**src/rtl/fwup_pkg.sv**
```systemverilog
/* fwup_pkg: command codes, status layout, log geometry and timing
   constants shared by the upgrade and event log command handler.
   Assumes a single 200 MHz clock domain. */
package fwup_pkg;
  localparam logic [7:0]  CMD_UNLOCK   = 8'hE0;
  localparam logic [7:0]  CMD_STATUS   = 8'hE5;
  localparam logic [7:0]  CMD_BOOT     = 8'hE6;
  localparam logic [7:0]  CMD_XFER     = 8'hE7;
  localparam logic [7:0]  CMD_LOG      = 8'hF0;
  localparam logic [7:0]  BOOT_ENTER   = 8'h01;
  localparam logic [7:0]  BOOT_ERASE   = 8'h02;
  localparam logic [7:0]  BOOT_DONE    = 8'h03;
  localparam logic [7:0]  BOOT_EXIT    = 8'h04;
  localparam logic [7:0]  TGT_SEC      = 8'h73; // 's'
  localparam logic [7:0]  TGT_IFC      = 8'h69; // 'i'
  localparam logic [7:0]  UNLOCK_LEN   = 8'h04;
  localparam logic [31:0] UNLOCK_WORD  = 32'h55504744; // "UPGD"
  localparam logic [15:0] SEQ_FIRST    = 16'h0000;
  localparam logic [7:0]  XFER_RD_CNT  = 8'h03;
  localparam logic [7:0]  ST_ERASED_OK = 8'h81;
  localparam logic [7:0]  ST_BOOT_OK   = 8'h80;
  localparam logic [7:0]  ST_APP       = 8'h00;
  localparam logic [7:0]  ST_DS_MASK   = 8'hBF;
  localparam logic [15:0] CRC16_POLY   = 16'h1021;
  localparam logic [15:0] CRC16_INIT   = 16'hFFFF;
  localparam logic [7:0]  PEC_POLY     = 8'h07;
  localparam logic [15:0] IMG_MAX_DEF  = 16'hFFFF;
  localparam int          LOG_RECORDS  = 5;
  localparam logic [2:0]  LOG_LAST_REC = 3'h4;
  localparam logic [10:0] LOG_USED     = 11'h028; // 5 records of 8 bytes
  localparam logic [7:0]  LOG_LEN_MAX  = 8'h20;
  localparam logic [10:0] LOG_STEP     = 11'h020; // 0000h..07E0h, wraps
  localparam int          CLK_NS       = 5;
  localparam int          TS_TICK_MS   = 1;
  localparam int          TS_TICK_CYC  = TS_TICK_MS * 1000000 / CLK_NS;

  typedef struct packed {
    logic in_boot;
    logic downstr;
    logic rsv1;
    logic rsv0;
    logic addr_err;
    logic seq_err;
    logic crc_err;
    logic erased;
  } status_t;

  typedef enum logic [5:0] {
    ST_IDLE = 6'b000001,
    ST_ADDR = 6'b000010,
    ST_RX   = 6'b000100,
    ST_ACK  = 6'b001000,
    ST_TX   = 6'b010000,
    ST_MACK = 6'b100000
  } bus_t;
endpackage

```
**src/rtl/fwup_ctrl.sv**
```systemverilog
/* fwup_ctrl: SMBus target for firmware upgrade and event log upload.
   Assumes open-drain SDA resolved outside, DEV_ADDR static, LOG_* and
   SEC_DATA_OK driven from the CLK domain. */
// Notes on behaviour
// - Command E6 runs enter, erase, done, exit.
// - Data 1 enter, 2 erase, 3 done, 4 exit.
// - Target byte ignored for enter and exit.
// - Main output forced off inside boot block.
// - Status after erase reads 0x81.
// - Packets use E7, first sequence 0x0000.
// - Read returns count 3, sequence, status, PEC.
// - Done checks CRC-16 against last two bytes.
// - Passing check gives status 0x80.
// - Exit only when every image valid.
// - After exit status reads 0x00.
// - Never start application after errors.
// - Five rolling records, oldest overwritten.
// - Log read: length up to 32, data, PEC.
// - Missing secondary data gives length zero.
// - 2048-byte log read in 32-byte chunks.
// - Upgrade commands locked until password accepted.
// - Status flag bits as defined layout.
// - Target byte p, s or i.
`timescale 1ns/1ps
module fwup_ctrl #(
  parameter int          TICK_CYC = fwup_pkg::TS_TICK_CYC, // cycles per ms
  parameter logic [15:0] IMG_MAX  = fwup_pkg::IMG_MAX_DEF, // image bytes
  parameter logic [2:0]  TGT_HAVE = 3'h7,                  // i,s,p present
  parameter bit          DOWNSTR  = 1'b0                   // downstream flag
) (
  input  wire logic         CLK,         // 200 MHz clock
  input  wire logic         RESET_N,     // synchronous reset
  input  wire logic [6:0]   DEV_ADDR,    // bus target address
  input  wire logic         SCL_IN,      // bus clock pin
  input  wire logic         SDA_IN,      // bus data pin
  output logic              SDA_OUT,     // data drive level, low
  output logic              SDA_OE,      // pulls data line low
  input  wire logic         LOG_TRIG,    // record trigger pulse
  input  wire logic [31:0]  LOG_SNAP,    // snapshot contents
  input  wire logic         SEC_DATA_OK, // secondary data gathered
  output logic              MAIN_OFF,    // main output forced off
  output logic              UNLOCKED,    // upgrade commands enabled
  output fwup_pkg::status_t STATUS       // loader status byte
);
  import fwup_pkg::*;

  function automatic logic [7:0] pec_step(input logic [7:0] c,
                                          input logic [7:0] b);
    logic [7:0] r;
    r = c ^ b;
    for (int i = 0; i < 8; i++) begin
      r = r[7] ? ({r[6:0], 1'b0} ^ PEC_POLY) : {r[6:0], 1'b0};
    end
    return r;
  endfunction

  function automatic logic [15:0] crc_step(input logic [15:0] c,
                                           input logic [7:0]  b);
    logic [15:0] r;
    r = c ^ {b, 8'h00};
    for (int i = 0; i < 8; i++) begin
      r = r[15] ? ({r[14:0], 1'b0} ^ CRC16_POLY) : {r[14:0], 1'b0};
    end
    return r;
  endfunction

  // unknown characters fall back to the primary processor
  function automatic logic [1:0] tgt_idx(input logic [7:0] t);
    case (t)
      TGT_SEC: return 2'h1;
      TGT_IFC: return 2'h2;
      default: return 2'h0;
    endcase
  endfunction

  logic [1:0]  scl_q, sda_q;
  logic        scl_p, sda_p, scl, sda, rise, fall, start_c, stop_c;
  bus_t        st_r;
  logic [2:0]  bit_r;
  logic [7:0]  sh_r, tx_r, tx_next, rx_byte, pec_r, idx_r;
  logic        rw_r, busy_r, rx_done, tx_load, wr_b, pec_ok;
  logic [5:0]  tidx_r;
  logic [7:0]  cmd_r, arg_r, dat_r;
  logic [31:0] pw_r;
  logic [15:0] seq_r, crc_r, hold_r, cnt_r, crc_s, hold_s, cnt_s;
  logic [1:0]  nhold_r, nhold_s, tgt;
  logic        pkt_ok_r, seq_bad_r, unl_r, e6_go, xdat, xpec, allv;
  logic [2:0]  valid_r;
  status_t     status_r;
  logic [63:0] rec_r [LOG_RECORDS];
  logic [2:0]  wptr_r, ri;
  logic [31:0] ts_r, tick_r;
  logic [10:0] chunk_r, laddr;
  logic [7:0]  len_r, log_len, lbyte;

  // pins cross in two flops; edges are read from the second stage only
  always_ff @(posedge CLK) begin
    if (!RESET_N) begin
      scl_q <= 2'h3;
      sda_q <= 2'h3;
      scl_p <= 1'b1;
      sda_p <= 1'b1;
    end else begin
      scl_q <= {scl_q[0], SCL_IN};
      sda_q <= {sda_q[0], SDA_IN};
      scl_p <= scl_q[1];
      sda_p <= sda_q[1];
    end
  end

  assign scl     = scl_q[1];
  assign sda     = sda_q[1];
  assign rise    = scl & ~scl_p;
  assign fall    = ~scl & scl_p;
  assign start_c = scl & scl_p & sda_p & ~sda;
  assign stop_c  = scl & scl_p & ~sda_p & sda;
  assign rx_byte = {sh_r[6:0], sda};
  assign rx_done = rise & (st_r == ST_ADDR || st_r == ST_RX) &
                   (bit_r == 3'h7);
  assign tx_load = fall & ((st_r == ST_ACK && SDA_OE && rw_r) ||
                           st_r == ST_MACK);
  assign SDA_OUT = 1'b0;

  always_ff @(posedge CLK) begin
    if (!RESET_N) begin
      st_r   <= ST_IDLE;
      bit_r  <= 3'h0;
      sh_r   <= 8'h00;
      rw_r   <= 1'b0;
      tx_r   <= 8'h00;
      SDA_OE <= 1'b0;
    end else if (start_c) begin
      st_r   <= ST_ADDR;
      bit_r  <= 3'h0;
      SDA_OE <= 1'b0;
    end else if (stop_c) begin
      st_r   <= ST_IDLE;
      SDA_OE <= 1'b0;
    end else begin
      case (st_r)
        ST_ADDR, ST_RX: if (rise) begin
          sh_r  <= rx_byte;
          bit_r <= bit_r + 3'h1;
          if (bit_r == 3'h7) begin
            if (st_r == ST_ADDR) rw_r <= sda;
            st_r <= (st_r == ST_RX || rx_byte[7:1] == DEV_ADDR) ?
                    ST_ACK : ST_IDLE;
          end
        end
        ST_ACK: if (fall) begin
          if (!SDA_OE) begin
            SDA_OE <= 1'b1;
          end else if (rw_r) begin
            st_r   <= ST_TX;
            tx_r   <= tx_next;
            SDA_OE <= ~tx_next[7];
          end else begin
            st_r   <= ST_RX;
            SDA_OE <= 1'b0;
          end
        end
        ST_TX: begin
          if (rise) bit_r <= bit_r + 3'h1;
          if (fall && bit_r == 3'h0) begin
            SDA_OE <= 1'b0;
            st_r   <= ST_MACK;
          end else if (fall) begin
            SDA_OE <= ~tx_r[3'h7 - bit_r];
          end
        end
        ST_MACK: if (rise && sda) begin
          st_r <= ST_IDLE; // host not-acknowledge ends the read
        end else if (fall) begin
          st_r   <= ST_TX;
          tx_r   <= tx_next;
          SDA_OE <= ~tx_next[7];
        end
        default: ;
      endcase
    end
  end

  // PEC spans the whole transaction, repeated start included
  always_ff @(posedge CLK) begin
    if (!RESET_N) begin
      busy_r <= 1'b0;
      pec_r  <= 8'h00;
      idx_r  <= 8'h00;
      tidx_r <= 6'h00;
    end else if (start_c) begin
      tidx_r <= 6'h00;
      busy_r <= 1'b1;
      if (!busy_r) begin
        pec_r <= 8'h00;
        idx_r <= 8'h00;
      end
    end else if (stop_c) begin
      busy_r <= 1'b0;
    end else if (rx_done) begin
      pec_r <= pec_step(pec_r, rx_byte);
      if (st_r == ST_RX) idx_r <= idx_r + 8'h01;
    end else if (tx_load) begin
      pec_r  <= pec_step(pec_r, tx_next);
      tidx_r <= tidx_r + 6'h01;
    end
  end

  assign wr_b   = rx_done & (st_r == ST_RX);
  assign pec_ok = (rx_byte == pec_r);
  assign tgt    = tgt_idx(arg_r);
  assign e6_go  = wr_b & (cmd_r == CMD_BOOT) & (idx_r == 8'h03) & pec_ok &
                  unl_r;
  assign xdat   = wr_b & (cmd_r == CMD_XFER) & (idx_r >= 8'h04) &
                  (idx_r <= arg_r + 8'h01);
  assign xpec   = wr_b & (cmd_r == CMD_XFER) & (idx_r == arg_r + 8'h02);
  assign allv   = &(valid_r | ~TGT_HAVE);
  assign STATUS   = status_r;
  assign UNLOCKED = unl_r;
  assign MAIN_OFF = status_r.in_boot;

  always_ff @(posedge CLK) begin
    if (!RESET_N) begin
      cmd_r     <= 8'h00;
      arg_r     <= 8'h00;
      dat_r     <= 8'h00;
      pw_r      <= 32'h0;
      unl_r     <= 1'b0;
      seq_r     <= SEQ_FIRST;
      crc_r     <= CRC16_INIT;
      hold_r    <= 16'h0;
      nhold_r   <= 2'h0;
      cnt_r     <= 16'h0;
      crc_s     <= CRC16_INIT;
      hold_s    <= 16'h0;
      nhold_s   <= 2'h0;
      cnt_s     <= 16'h0;
      pkt_ok_r  <= 1'b0;
      seq_bad_r <= 1'b0;
      valid_r   <= 3'h7;
      status_r  <= '0;
      status_r.downstr <= DOWNSTR;
    end else if (wr_b) begin
      case (idx_r)
        8'h00: cmd_r <= rx_byte;
        8'h01: arg_r <= rx_byte;
        8'h02: dat_r <= rx_byte;
        default: ;
      endcase
      if (cmd_r == CMD_UNLOCK && idx_r >= 8'h02 && idx_r <= 8'h05)
        pw_r <= {pw_r[23:0], rx_byte};
      if (cmd_r == CMD_UNLOCK && idx_r == 8'h06 && pec_ok)
        unl_r <= (arg_r == UNLOCK_LEN) && (pw_r == UNLOCK_WORD);
      // packet state is snapshotted so a refused packet leaves sum, held bytes and count as they were
      if (idx_r == 8'h00 && rx_byte == CMD_XFER) begin
        crc_s     <= crc_r;
        hold_s    <= hold_r;
        nhold_s   <= nhold_r;
        cnt_s     <= cnt_r;
        pkt_ok_r  <= unl_r & status_r.in_boot & status_r.erased;
        seq_bad_r <= 1'b0;
      end
      if (cmd_r == CMD_XFER && idx_r == 8'h03 && {rx_byte, dat_r} != seq_r)
        seq_bad_r <= 1'b1;
      if (xdat && pkt_ok_r && !seq_bad_r && !status_r.addr_err) begin
        if (cnt_r >= IMG_MAX) begin
          status_r.addr_err <= 1'b1;
        end else begin
          // last two bytes stay out of the sum: they are the check value
          cnt_r  <= cnt_r + 16'h0001;
          hold_r <= {rx_byte, hold_r[15:8]};
          if (nhold_r == 2'h2) crc_r <= crc_step(crc_r, hold_r[7:0]);
          else nhold_r <= nhold_r + 2'h1;
        end
      end
      if (xpec) begin
        if (pkt_ok_r && !seq_bad_r && pec_ok && !status_r.addr_err) begin
          seq_r <= seq_r + 16'h0001;
        end else begin
          crc_r   <= crc_s;
          hold_r  <= hold_s;
          nhold_r <= nhold_s;
          cnt_r   <= cnt_s;
          if (pkt_ok_r) status_r.seq_err <= 1'b1;
        end
      end
      if (e6_go) begin
        case (dat_r)
          BOOT_ENTER: status_r.in_boot <= 1'b1;
          BOOT_ERASE: if (status_r.in_boot) begin
            status_r.erased   <= 1'b1;
            status_r.crc_err  <= 1'b0;
            status_r.seq_err  <= 1'b0;
            status_r.addr_err <= 1'b0;
            seq_r   <= SEQ_FIRST;
            crc_r   <= CRC16_INIT;
            nhold_r <= 2'h0;
            cnt_r   <= 16'h0;
            valid_r[tgt] <= 1'b0;
          end
          BOOT_DONE: if (status_r.in_boot) begin
            if (status_r.erased && nhold_r == 2'h2 && crc_r == hold_r &&
                !status_r.seq_err && !status_r.addr_err) begin
              status_r.erased  <= 1'b0;
              status_r.crc_err <= 1'b0;
              valid_r[tgt]     <= 1'b1;
            end else begin
              status_r.crc_err <= 1'b1;
            end
          end
          BOOT_EXIT: if (allv && !status_r.crc_err && !status_r.seq_err &&
                         !status_r.addr_err)
            status_r.in_boot <= 1'b0;
          default: ;
        endcase
      end
    end
  end

  // millisecond time stamp from a one-cycle tick enable
  always_ff @(posedge CLK) begin
    if (!RESET_N) begin
      tick_r <= 32'h0;
      ts_r   <= 32'h0;
    end else if (tick_r == 32'(TICK_CYC - 1)) begin
      tick_r <= 32'h0;
      ts_r   <= ts_r + 32'h1;
    end else begin
      tick_r <= tick_r + 32'h1;
    end
  end

  always_ff @(posedge CLK) begin
    if (!RESET_N) begin
      wptr_r <= 3'h0;
      for (int i = 0; i < LOG_RECORDS; i++) rec_r[i] <= 64'h0;
    end else if (LOG_TRIG) begin
      rec_r[wptr_r] <= {ts_r, LOG_SNAP};
      wptr_r <= (wptr_r == LOG_LAST_REC) ? 3'h0 : wptr_r + 3'h1;
    end
  end

  always_ff @(posedge CLK) begin
    if (!RESET_N) begin
      chunk_r <= 11'h000;
      len_r   <= 8'h00;
    end else if (tx_load && cmd_r == CMD_LOG) begin
      if (tidx_r == 6'h00) len_r <= log_len;
      else if (len_r != 8'h00 && tidx_r == len_r[5:0] + 6'h01)
        chunk_r <= chunk_r + LOG_STEP;
    end
  end

  assign log_len = SEC_DATA_OK ? LOG_LEN_MAX : 8'h00;
  assign laddr   = chunk_r + {5'h00, tidx_r} - 11'h001;
  assign ri      = (laddr < LOG_USED) ? laddr[5:3] : 3'h0;
  assign lbyte   = (laddr < LOG_USED) ?
                   8'(rec_r[ri] >> {laddr[2:0], 3'h0}) : 8'h00;

  always_comb begin
    tx_next = 8'hFF;
    case (cmd_r)
      CMD_STATUS: tx_next = (tidx_r == 6'h00) ? status_r : pec_r;
      CMD_XFER: case (tidx_r)
        6'h00:   tx_next = XFER_RD_CNT;
        6'h01:   tx_next = seq_r[7:0];
        6'h02:   tx_next = seq_r[15:8];
        6'h03:   tx_next = status_r;
        default: tx_next = pec_r;
      endcase
      CMD_LOG: begin
        if (tidx_r == 6'h00) tx_next = log_len;
        else if ({2'h0, tidx_r} <= len_r) tx_next = lbyte;
        else tx_next = pec_r;
      end
      default: ;
    endcase
  end
endmodule // fwup_ctrl

```
**config.mk**
```make
export PLATFORM = sky130hd
export DESIGN_NAME = fwup_ctrl
export DESIGN_NICKNAME = d
export VERILOG_FILES = /design/src/rtl/fwup_pkg.sv /design/src/rtl/fwup_ctrl.sv
export SDC_FILE = /design/constraint.sdc
export NUM_CORES = 2
export LEC_CHECK = 0
export BUFFER_PORTS_ARGS = -buffer_cell sky130_fd_sc_hd__buf_2
export CAP_MARGIN = 20
export CORE_ASPECT_RATIO = 1.75
export CORE_UTILIZATION = 56
export DETAILED_ROUTE_END_ITERATION = 10
export PLACE_DENSITY = 0.79
export SLEW_MARGIN = 5
export SYNTH_ARGS = -nofsm -noshare
export SYNTH_HDL_FRONTEND = slang
export SYNTH_SLANG_ARGS = --single-unit
```
**constraint.sdc**
```tcl
create_clock -name CLK -period 9.97 [get_ports CLK]
set_clock_uncertainty 0.05 [all_clocks]
set_input_delay 1.994 -clock CLK [delete_from_list [all_inputs] [get_ports CLK]]
set_output_delay 1.994 -clock CLK [all_outputs]
set_load 0.03 [all_outputs]
```
==> reports/metrics.cfg <==
[clocking]
ctsResizeCount=0
insertion_delay_ns=0.69
clockBufferDepth=3
htree_levels=2
cts_made_buffers=58
path_clk_slew_ns=0.07
cts_tree=done
root_buffer=clkbuf_16
cts.hold.buffers_added=0
post-cts-setup-buffers=0
cts_sinks=643

[place]
dp_hpwl_um=68200
placed_cells=3850
globalplace.congestion=1.01
port_buffers=52

[logic_synthesis]
synth-seq-cells=643
syn_inst=3241
synth_area_leaders=edfxtp_1, dfxtp_1, and2_1
yosysTopAreaCell=edfxtp_1
synth_top_flop_cell=edfxtp_1
synth_top_area_share_pct=31.4
ys_types=98
avgSynthCellArea_um2=9.78
synthArstFlopShare_pct=0
syn_area_mm2=0.0317
synth_edf_count=331
yosysSeqAreaShare_pct=51.1
ys_warn_count=0

[drt]
drc=0
drtIter0Drc=2142
vias_per_cell=6.34
ant_nets=0
drt-total-wl_um=101000
vias=25100
post_drt_wl_per_cell_um=25.5
first_pass_iters=6

[timing]
tightest_slew_ns=1.11
rsz0062_at_grt=no
fmax_mhz=160
tns_ns=0
setup_viol=0
hold_violations=0
drv_slew=0
min_period_ns=6.25
period_share_pct=62.7
max_slew_margin_pct=25.8

[floorplanning]
std_cell_rows=115
fp.coreArea_mm2=0.0561
ioPinCount=57
die_x_um=182
start_util_pct=56.5
die_h_um=317
die-area_mm2=0.0576

[worst_setup_path]
critPathRequiredTime_ns=10.49
cp_max_fo=32
cp-end-kind=register
cp-start-kind=register
criticalPathCategory=register to register
arrival_ns=6.77

[finish]
drive_above_1_share_pct=8.04
final_nets=3311
syn_to_final_growth_pct=9.37
finalNonFillerCells=3961

[grt]
first_global_vias=25000
grtUsageTotal_pct=35.1
grt_pass1_wl_um=150000
grt_max_degree=95
grt_overflow_total=0
antenna_found_initial=3

[outcome]
status=completed

[pwr]
p_per_area_mw_per_mm2=157
power.leakage_nw=12.5
vdd_drop_max_mv=0.177

[run]
maxCapViolCount=0

[min_path]
holdCritPathClass=register to register

cell usage in the layout, fill, tap and decap left out, types with 11 or more instances in the layout:
master / instances
nand2_1: 392
inv_1: 49
o21ai_0: 88
a22o_1: 14
a22oi_1: 34
edfxtp_1: 331
nor2b_1: 12
nand3_1: 110
and2_1: 334
o221ai_1: 20
clkinv_2: 11
nand4_1: 56
buf_4: 56
a21oi_1: 177
o22ai_1: 33
buf_2: 54
ha_1: 54
xor2_1: 86
nand2b_1: 15
dfxtp_1: 312
xnor2_1: 108
nor4_1: 24
and3_1: 39
mux2i_1: 73
nor2_1: 289
or3_1: 23
a221oi_1: 15
o211ai_1: 29
nor3_1: 45
a211oi_1: 52
clkbuf_16: 61
cells in the mapped netlist (13+ instances only):
| library cell | instances |
|---|---|
| nand2_1 | 393 |
| and2_1 | 335 |
| edfxtp_1 | 331 |
| dfxtp_1 | 312 |
| nor2_1 | 294 |
| a21oi_1 | 177 |
| clkbuf_1 | 176 |
| nand3_1 | 110 |
| xnor2_1 | 109 |
| o21ai_0 | 92 |
| xor2_1 | 87 |
| mux2i_1 | 73 |
| nand4_1 | 56 |
| ha_1 | 54 |
| a211oi_1 | 52 |
| inv_1 | 49 |
| nor3_1 | 47 |
| and3_1 | 39 |
| a22oi_1 | 34 |
| o22ai_1 | 33 |
| o211ai_1 | 29 |
| nor4_1 | 24 |
| or3_1 | 23 |
| o221ai_1 | 20 |
| nand2b_1 | 17 |
| a221oi_1 | 15 |
| buf_2 | 15 |
| a22o_1 | 14 |
| nor2b_1 | 13 |
cell families after synthesis:
group | after synthesis | synth area share [%]
simple gates | 1402 | 22.2
flops | 643 | 51.1
compound gates | 607 | 13.1
buf+inv | 255 | 3.22
xor+xnor | 200 | 5.66
mux | 78 | 2.55
fa+ha+maj | 55 | 2.20
other cells | 1 | 0.0118
worst max-delay path, cell delays in order (launching register included):
cell,delay (ns)
dfxtp_1,0.31
buf_4,0.35
ha_1,0.33
fa_1,0.39
nand2b_1,0.13
a21oi_1,0.24
xnor2_1,0.16
buf_4,0.28
nand2_1,0.36
buf_4,0.34
nor4_4,0.31
buf_4,0.42
nor2_1,0.24
a211oi_1,0.69
o311a_1,0.22
nand4_1,0.23
a211o_1,0.38
nand3_1,0.14
xnor3_1,0.41
o22ai_1,0.13
power by group:
group / switching, mW / total [mW] / leakage, nW / internal, mW
Combinational: 0.126 / 0.167 / 5.59 / 0.0410
Sequential: 0.0365 / 2.88 / 5.94 / 2.84
Clock: 1.05 / 2.39 / 0.990 / 1.34
worst paths after layout:
| path | from | to | slack (ns) | depth (start not counted) |
|---|---|---|---|---|
| setup / recovery | tidx_r[0] | pec_r[3] | 3.72 | 19 |
| hold / removal | sda_q[0] | sda_q[1] | 0.36 | 1 |
| setup reg to reg | tidx_r[0] | pec_r[3] | 3.72 | 19 |
| hold reg to reg | sda_q[0] | sda_q[1] | 0.36 | 1 |
flip-flops by register name (all words and copies together), names as in the netlist, 16 cells and up, named ones only:
name,flops
rec_r,331
pw_r,32
tick_r,32
ts_r,32
cnt_r,16
cnt_s,16
crc_r,16
crc_s,16
hold_r,16
hold_s,16
seq_r,16
metrics by stage:
stage	instance area (µm²)	setup slack [ns]	hold slack, ns	power (mW)	util (%)
2_1_floorplan	31700	2.33	0.336	3.01	-
3_3_place_gp	32600	4.02	0.342	3.09	58.0
3_5_place_dp	32600	3.89	0.346	3.10	58.0
4_1_cts	34600	3.84	0.357	5.45	61.6
5_1_grt	34700	3.49	0.381	5.57	61.7
6_report	34700	3.72	0.356	5.44	61.8
cell type report:
cell class	count	area, µm²
Sequential cell	643	16200
Inverter	50	193
Tap cell	702	878
Timing Repair Buffer	112	746
Fill cell	4524	21500
Multi-Input combinational cell	2346	14600
Clock buffer	74	1630
Clock inverter	33	404
Antenna cell	1	2.50
layer usage:
layer / part of all wire (%) / vias to the layer above / GRT usage, % / wire length (µm)
li1: - / 11500 / - / -
met1: 34 / 12200 / 35.6 / 33900
met2: 51 / 1083 / 63.7 / 52000
met3: 6.1 / 363 / 5.57 / 6210
met4: 8.8 / 2 / 28.5 / 8920
met5: 0.011 / - / 0 / 11
(Power assumes the default switching activity.)
